===== src/ve_status_scratch_params.svh =====
// register offsets, field positions and reset values for the vector engine status and scratch bank
// assumes a byte-addressed plain register port; offsets are byte addresses
// Operation
// - status bits 9:6 show running task
// - task codes 0x0 to 0x6 as listed
// - task codes 0x7 to 0xD; 0xE/0xF reserved
// - status bit 5 set while schedule runs
// - six 32-bit scratch words, reset zero
// - adc wait field bits 15:0 read/write
// - wait used only 1-shunt, shift on, pattern 1
// - wait used only by task 0
// - shift pattern code 00 is pattern 1
`ifndef VE_STATUS_SCRATCH_PARAMS_SVH
`define VE_STATUS_SCRATCH_PARAMS_SVH
`define VE_OFS_STATUS 8'h00
`define VE_OFS_SCRATCH0 8'h04
`define VE_OFS_SCRATCH5 8'h18
`define VE_OFS_ADC_WAIT 8'h1C
`define VE_TASK_MSB 9
`define VE_TASK_LSB 6
`define VE_SCHED_BIT 5
`define VE_WAIT_MSB 15
`define VE_RESET_WORD 32'h0000_0000
`define VE_SHIFT_PATTERN_ONE 2'h0
`define VE_TASK_OUT_CTRL1 4'h0
`endif


===== src/ve_status_scratch_pkg.sv =====
// types shared by the vector engine status and scratch bank
// assumes the params header is compiled alongside
package ve_status_scratch_pkg;
    typedef enum logic [3:0] {
        task_out_ctrl1, task_trig_gen, task_in_proc1, task_in_phase, task_in_axis,
        task_cur_ctrl, task_sincos, task_out_axis, task_out_svm, task_out_ctrl2,
        task_in_proc2, task_out_iclarke, task_atan, task_sqrt, task_rsvd_e, task_rsvd_f
    } task_code_t;
endpackage : ve_status_scratch_pkg


===== src/ve_status_scratch_regs.sv =====
// status, scratch and adc start wait register bank of a vector engine channel
// assumes task/schedule state comes from the sequencer on the same clock
//
// Local design decisions: the plain strobed port and the register offsets.
`timescale 1ns/1ps
`include "ve_status_scratch_params.svh"
module ve_status_scratch_regs
    import ve_status_scratch_pkg::*;
#(
    parameter int WAIT_W = 16
) (
    input wire logic i_mclk,
    input wire logic i_sys_rst,
    input wire logic [7:0] i_addr,
    input wire logic [31:0] i_wdata,
    input wire logic i_wr,
    input wire logic i_rd,
    output logic [31:0] o_rdata,
    input wire logic [3:0] i_running_task_number,
    input wire logic i_schedule_active,
    input wire logic i_single_shunt_mode,
    input wire logic i_pwm_shift_enable,
    input wire logic [1:0] i_pwm_shift_pattern,
    output logic [15:0] o_adc_wait_count,
    output logic o_adc_wait_apply
);
    initial begin
        if (WAIT_W != 16) $error("ve_status_scratch_regs: WAIT_W must be 16");
    end

    logic [15:0] adc_wait_q;
    logic [31:0] rdata_q;
    logic [15:0] wait_cnt_q;
    logic apply_q;
    logic [1:0] rsel_q;
    logic [31:0] scratch_rdata;
    task_code_t task_now;

    // decode
    wire hit_status = (i_addr == `VE_OFS_STATUS);
    wire hit_scratch = (i_addr >= `VE_OFS_SCRATCH0) && (i_addr <= `VE_OFS_SCRATCH5) && (i_addr[1:0] == 2'b00);
    wire hit_wait = (i_addr == `VE_OFS_ADC_WAIT);
    wire [7:0] scratch_ofs = i_addr - `VE_OFS_SCRATCH0;
    wire [2:0] scratch_idx = scratch_ofs[4:2];
    wire wr_scratch = i_wr && hit_scratch;
    // status writes fall through: no storage behind that offset
    wire wr_wait = i_wr && hit_wait;
    assign task_now = task_code_t'(i_running_task_number);
    wire [31:0] status_word = {22'h00_0000, i_running_task_number, i_schedule_active, 5'h00};
    // shift pattern 1 only; pattern 2 codes never enable the wait
    wire pattern_one = (i_pwm_shift_pattern == `VE_SHIFT_PATTERN_ONE);
    wire wait_cond = i_single_shunt_mode && i_pwm_shift_enable && pattern_one;
    wire use_wait = wait_cond && (task_now == task_out_ctrl1) && i_schedule_active;

    ve_scratch_mem #(.WORDS(6), .WIDTH(32)) u_mem (
        .i_mclk(i_mclk),
        .i_sys_rst(i_sys_rst),
        .i_wr(wr_scratch),
        .i_idx(scratch_idx),
        .i_wdata(i_wdata),
        .o_rdata(scratch_rdata)
    );

    always_ff @(posedge i_mclk) begin
        if (i_sys_rst) adc_wait_q <= '0;
        else if (wr_wait) adc_wait_q <= i_wdata[`VE_WAIT_MSB:0];
    end

    // status and wait are captured at strobe time; scratch comes from the memory register
    always_ff @(posedge i_mclk) begin
        if (i_sys_rst) begin
            rsel_q <= 2'd0;
            rdata_q <= `VE_RESET_WORD;
        end else begin
            rsel_q <= (i_rd && hit_scratch) ? 2'd1 : 2'd0;
            if (i_rd && hit_status) rdata_q <= status_word;
            else if (i_rd && hit_wait) rdata_q <= {16'h0000, adc_wait_q};
            else rdata_q <= `VE_RESET_WORD;
        end
    end
    // mux after the registers keeps o_rdata registered-sourced
    assign o_rdata = (rsel_q == 2'd1) ? scratch_rdata : rdata_q;

    // wait counter: loads on entering task 0, counts down, apply pulse at the end
    logic in_task0_q;
    always_ff @(posedge i_mclk) begin
        if (i_sys_rst) begin
            in_task0_q <= 1'b0;
            wait_cnt_q <= '0;
            apply_q <= 1'b0;
        end else begin
            in_task0_q <= use_wait;
            apply_q <= 1'b0;
            if (!use_wait) wait_cnt_q <= '0;
            else if (!in_task0_q) wait_cnt_q <= adc_wait_q;
            else if (wait_cnt_q != 16'h0000) wait_cnt_q <= wait_cnt_q - 16'h0001;
            apply_q <= use_wait && in_task0_q && (wait_cnt_q == 16'h0001);
        end
    end
    assign o_adc_wait_count = wait_cnt_q;
    assign o_adc_wait_apply = apply_q;

    a_status_read: assert property (@(posedge i_mclk) disable iff (i_sys_rst)
        i_rd && hit_status |=> o_rdata == $past(status_word)) else $error("status readback wrong");
    a_status_zero: assert property (@(posedge i_mclk) disable iff (i_sys_rst)
        i_rd && hit_status |=> o_rdata[31:10] == 22'h0 && o_rdata[4:0] == 5'h0) else $error("status reserved set");
    a_sched_flag: assert property (@(posedge i_mclk) disable iff (i_sys_rst)
        i_rd && hit_status |=> o_rdata[5] == $past(i_schedule_active)) else $error("schedule flag wrong");
    a_wait_write: assert property (@(posedge i_mclk) disable iff (i_sys_rst)
        wr_wait ##1 (i_rd && hit_wait) |=> o_rdata == {16'h0, $past(i_wdata[15:0], 2)}) else $error("wait readback");
    a_scratch_rw: assert property (@(posedge i_mclk) disable iff (i_sys_rst)
        wr_scratch ##1 (i_rd && hit_scratch && scratch_idx == $past(scratch_idx) && !i_wr)
        |=> o_rdata == $past(i_wdata, 2)) else $error("scratch readback");
    a_wait_gate: assert property (@(posedge i_mclk) disable iff (i_sys_rst)
        !wait_cond |=> o_adc_wait_count == 16'h0 && !o_adc_wait_apply) else $error("wait used outside mode");
    a_wait_task0: assert property (@(posedge i_mclk) disable iff (i_sys_rst)
        i_running_task_number != 4'h0 |=> o_adc_wait_count == 16'h0) else $error("wait outside task 0");
    a_wait_load: assert property (@(posedge i_mclk) disable iff (i_sys_rst)
        use_wait && !in_task0_q |=> o_adc_wait_count == $past(adc_wait_q)) else $error("wait not loaded");
    a_pattern_two: assert property (@(posedge i_mclk) disable iff (i_sys_rst)
        i_pwm_shift_pattern != 2'h0 |=> !o_adc_wait_apply) else $error("pattern two applied wait");
endmodule : ve_status_scratch_regs


===== src/ve_scratch_mem.sv =====
// six-word scratch memory with registered read data
// assumes one write or one read per cycle from the bank decoder
`timescale 1ns/1ps
module ve_scratch_mem #(
    parameter int WORDS = 6,
    parameter int WIDTH = 32
) (
    input wire logic i_mclk,
    input wire logic i_sys_rst,
    input wire logic i_wr,
    input wire logic [2:0] i_idx,
    input wire logic [WIDTH-1:0] i_wdata,
    output logic [WIDTH-1:0] o_rdata
);
    logic [WIDTH-1:0] mem_q [WORDS];
    initial begin
        if (WORDS < 1 || WORDS > 8) $error("ve_scratch_mem: WORDS must be 1..8");
    end
    for (genvar g = 0; g < WORDS; g++) begin : g_word
        always_ff @(posedge i_mclk) begin
            if (i_sys_rst) mem_q[g] <= '0;
            else if (i_wr && i_idx == 3'(g)) mem_q[g] <= i_wdata;
        end
    end
    always_ff @(posedge i_mclk) begin
        if (i_sys_rst) o_rdata <= '0;
        else if (int'(i_idx) < WORDS) o_rdata <= mem_q[i_idx];
        else o_rdata <= '0;
    end
endmodule : ve_scratch_mem


===== config.mk =====
export PLATFORM = sky130hd
export DESIGN_NAME = ve_status_scratch_regs
export DESIGN_NICKNAME = d
export VERILOG_FILES = /design/src/ve_status_scratch_pkg.sv /design/src/ve_status_scratch_regs.sv /design/src/ve_scratch_mem.sv
export VERILOG_INCLUDE_DIRS = /design/src
export SDC_FILE = /design/constraint.sdc
export NUM_CORES = 1
export LEC_CHECK = 0
export BUFFER_PORTS_ARGS = -buffer_cell sky130_fd_sc_hd__buf_2
export CORE_MARGIN = 10
export CORE_UTILIZATION = 60
export CTS_CLUSTER_SIZE = 8
export DETAILED_ROUTE_END_ITERATION = 10
export PLACE_DENSITY = 0.78
export SYNTH_ARGS = -nofsm -noshare
export SYNTH_HDL_FRONTEND = slang
export SYNTH_SLANG_ARGS = --single-unit

===== constraint.sdc =====
create_clock -name i_mclk -period 4.9 [get_ports i_mclk]
set_input_delay 0 -clock i_mclk [delete_from_list [all_inputs] [get_ports i_mclk]]
set_output_delay 0 -clock i_mclk [all_outputs]
set_load 0.02 [all_outputs]

==> reports/results.ini <==
[outcome]
status = complete, no violations

[clock_network]
worst_setup_hold_path_clk_slew_ns = 0.05
tritoncts_num_sinks = 275
clock_tree.buffer_depth = 3
cts_buffers = 40
ctsHtreeMaxLevel = 2
post-cts-setup-buffer-count = 0
cts_hold_buf = 54
tritoncts = yes
post_cts.resized_instances = 0
clkLatencyLatePin_ns = 0.51
cts-root-buf = clkbuf_16

[sta]
setup_viol = 0
timing.final.hold_violations = 0
rsz0062_at_grt = false
finalClockSkew_ns = 0.00975
worstMarginPinSlew_ns = 1.12
final.setup.worst_slack_ns = 2.02
fin_crit_ns = 2.88
layout_worst_path_cycle_share = 0.588
number_of_max_slew_violations_in_the_final_report = 0
fin_tns_setup_ns = 0
timing.slew.headroom = 0.254
fmaxAchievable_ghz = 0.347

[floorplan]
die_area_um2 = 26300
design.portCount = 102
die_w_um = 162
std_cell_rows = 52
core-area_um2 = 20100
chipHeight_um = 162
initial_core_util = 0.605

[placed_design]
hpwl_mm = 17.4
place.port_buffers = 101
gp_congestion = 0.825
preCtsSetupSlack_ns = 1.47

[synthesis]
synth_area_leader_cell = edfxtp_1
syn_avg_cell_area_um2 = 13.2
postSynthCellCount = 919
synth.top_cell.area_share = 0.474
yosys_warnings = 0
synth_seq_cells = 275
total_nets_after_synthesis = 981
ys_seq_area_frac = 0.611
netlist_top_cells_area = edfxtp_1 47%, dfxtp_1 14%, mux4_2 5.9%, nor3_2 5.0%, and2_1 4.6%
async_set_reset_flop_share_out_of_synthesis = 0
postSynth.topFlopCell = edfxtp_1
yosys.cell_types.count = 51
summed_instance_area_of_the_synthesized_netlist_um2 = 12200
synth_enable_flop_cells = 192

[min_path]
min_delay_path_depth = 2
worstHoldPathType = in2reg
worstHoldStart = i_sys_rst
hold-path-endpoint = adc_wait_q[5]$_SDFFE_PP0P_

[power]
vdd.ir_drop.worst_uv = 284
netSwitchingPower_w = 0.00119
pwr-share-seq = 0.481
power-per-cell-area_nw_per_um2 = 377
total_power_w = 0.00547
cellLeakagePower_nw = 5.32
internal_power_w = 0.00428
p_sw_frac = 0.218
share_clk_of_total_power = 0.455
comb_power_share = 0.064

[setup_path]
timing.critical_path.arrival_ns = 3.09
timing.critical_path.to_type = register
startpoint_type = primary input
timing.rr.end = o_adc_wait_count[4]$_SDFFE_PP0P_
r2r_slack_ns = 2.32
critPathMaxFanout = 66
timing.setup.critical_path_class = in2reg
worst-r2r-cell-count = 4
reg2reg_from = in_task0_q$_SDFF_PP0_
crit_required_ns = 5.11

[grt]
first_global_vias = 8291
grt_use_total = 0.222
number_of_antenna_violations_at_the_first_check_in_global_routing = 2
grt_first_pass_wirelength_mm = 46.3
grt_start_max_net_pins = 67
gr-total-overflow = 0

[drt]
initialDrtViolationCount = 619
post_drt_via_cell_ratio = 5.89
ant_nets = 0
vias = 8007
dr.pass1.iters = 6
wl_per_cell_um = 21.3
route.final.wire_length_mm = 29.0
drc = 0

[cells_and_area]
mostFrequentLayoutCell = edfxtp_1
fraction_of_layout_instances_using_a_drive_strength_above_1 = 0.261
layout.cells.most_common_list = 192 x edfxtp_1, 100 x buf_2, 90 x and2_1
design.final.nets = 1124
layout-area-overhead-vs-synth_pct = 19.6

[job]
cap_violations = 0

==> through the flow <==
stage                     hold slack [ns]   util  area, µm²  cells
final                              0.0258  0.723      14500   1360
after detailed placement            0.242  0.640      12900   1236
after global placement              0.235  0.640      12900   1236
after global routing               0.0358  0.723      14500   1359
after floorplan                     0.126      -      12200    919
after CTS                          0.0143  0.723      14500   1359
==> power by group through the flow <==
stage	Sequential (W)	Combinational [W]	Clock [W]
6_report	0.00263	0.000350	0.00249
5_1_grt	0.00264	0.000379	0.00262
4_1_cts	0.00263	0.000352	0.00253
3_5_place_dp	0.00267	0.000324	0
3_3_place_gp	0.00267	0.000318	0
2_1_floorplan	0.00266	0.000216	0
==> logic make-up after synthesis <==
family                     synth area share
DFF                                   0.611
AOI/OAI and AO/OA                    0.0448
and+or+nand+nor                       0.175
buffers and inverters                0.0387
adders and majority gates           0.00927
xor gates and xnor gates            0.00649
muxes                                 0.115
==> layout make-up <==
type / count / area (µm²)
flip-flops and latches: 275 / 7430
fillers: 1377 / 5570
multi-input cells: 535 / 4310
repair buffers: 169 / 1170
clock buffers: 68 / 1130
well taps: 270 / 338
inverters: 41 / 154
clock inverters: 1 / 7.51
diodes: 1 / 2.50
==> sequential cells by signal, summed over array words and instances, names as in the netlist <==
signal,cells
u_mem.mem_q,192
u_mem.o_rdata,32
adc_wait_q,16
o_adc_wait_count,16
rdata_q,16
in_task0_q,1
o_adc_wait_apply,1
rsel_q,1
==> per-layer routing <==
| metal | GRT usage | wire [µm] |
|---|---|---|
| met1 | 0.274 | 11700 |
| met2 | 0.377 | 14600 |
| met3 | 0.0440 | 1850 |
| met4 | 0.0893 | 881 |
| met5 | 0 | 13 |
==> synthesized netlist by cell type, drive strengths merged, types with 5 or more instances <==
cell type	count
buf	20
mux4	32
edfxtp	192
a211oi	39
nand2	15
clkbuf	48
nor3	140
and2	90
mux2i	48
a22o	6
xor2	5
or4	5
mux2	17
dfxtp	83
inv	40
a21oi	9
ha	9
nor2	61
nor4	8
==> how the worst max path moves through the flow <==
stage          startpoint                               end
3_3_place_gp    i_addr[2]  u_mem.mem_q[2][27]$_SDFFCE_PN0P_
4_1_cts         i_addr[2]  u_mem.mem_q[2][20]$_SDFFCE_PN0P_
5_1_grt         i_addr[2]  u_mem.mem_q[2][16]$_SDFFCE_PN0P_
6_report        i_addr[2]  u_mem.mem_q[2][20]$_SDFFCE_PN0P_
2_1_floorplan   i_addr[2]   u_mem.mem_q[2][0]$_SDFFCE_PN0P_
3_5_place_dp    i_addr[2]  u_mem.mem_q[2][25]$_SDFFCE_PN0P_
==> critical path, stage by stage <==
cell      delay (ns)
buf_4           0.48
inv_1           0.18
ha_2            0.28
nand2b_1        0.11
o21ai_1         0.18
or3_4           0.72
o21bai_2        0.86
buf_12          0.26
(Power assumes the default switching activity.)
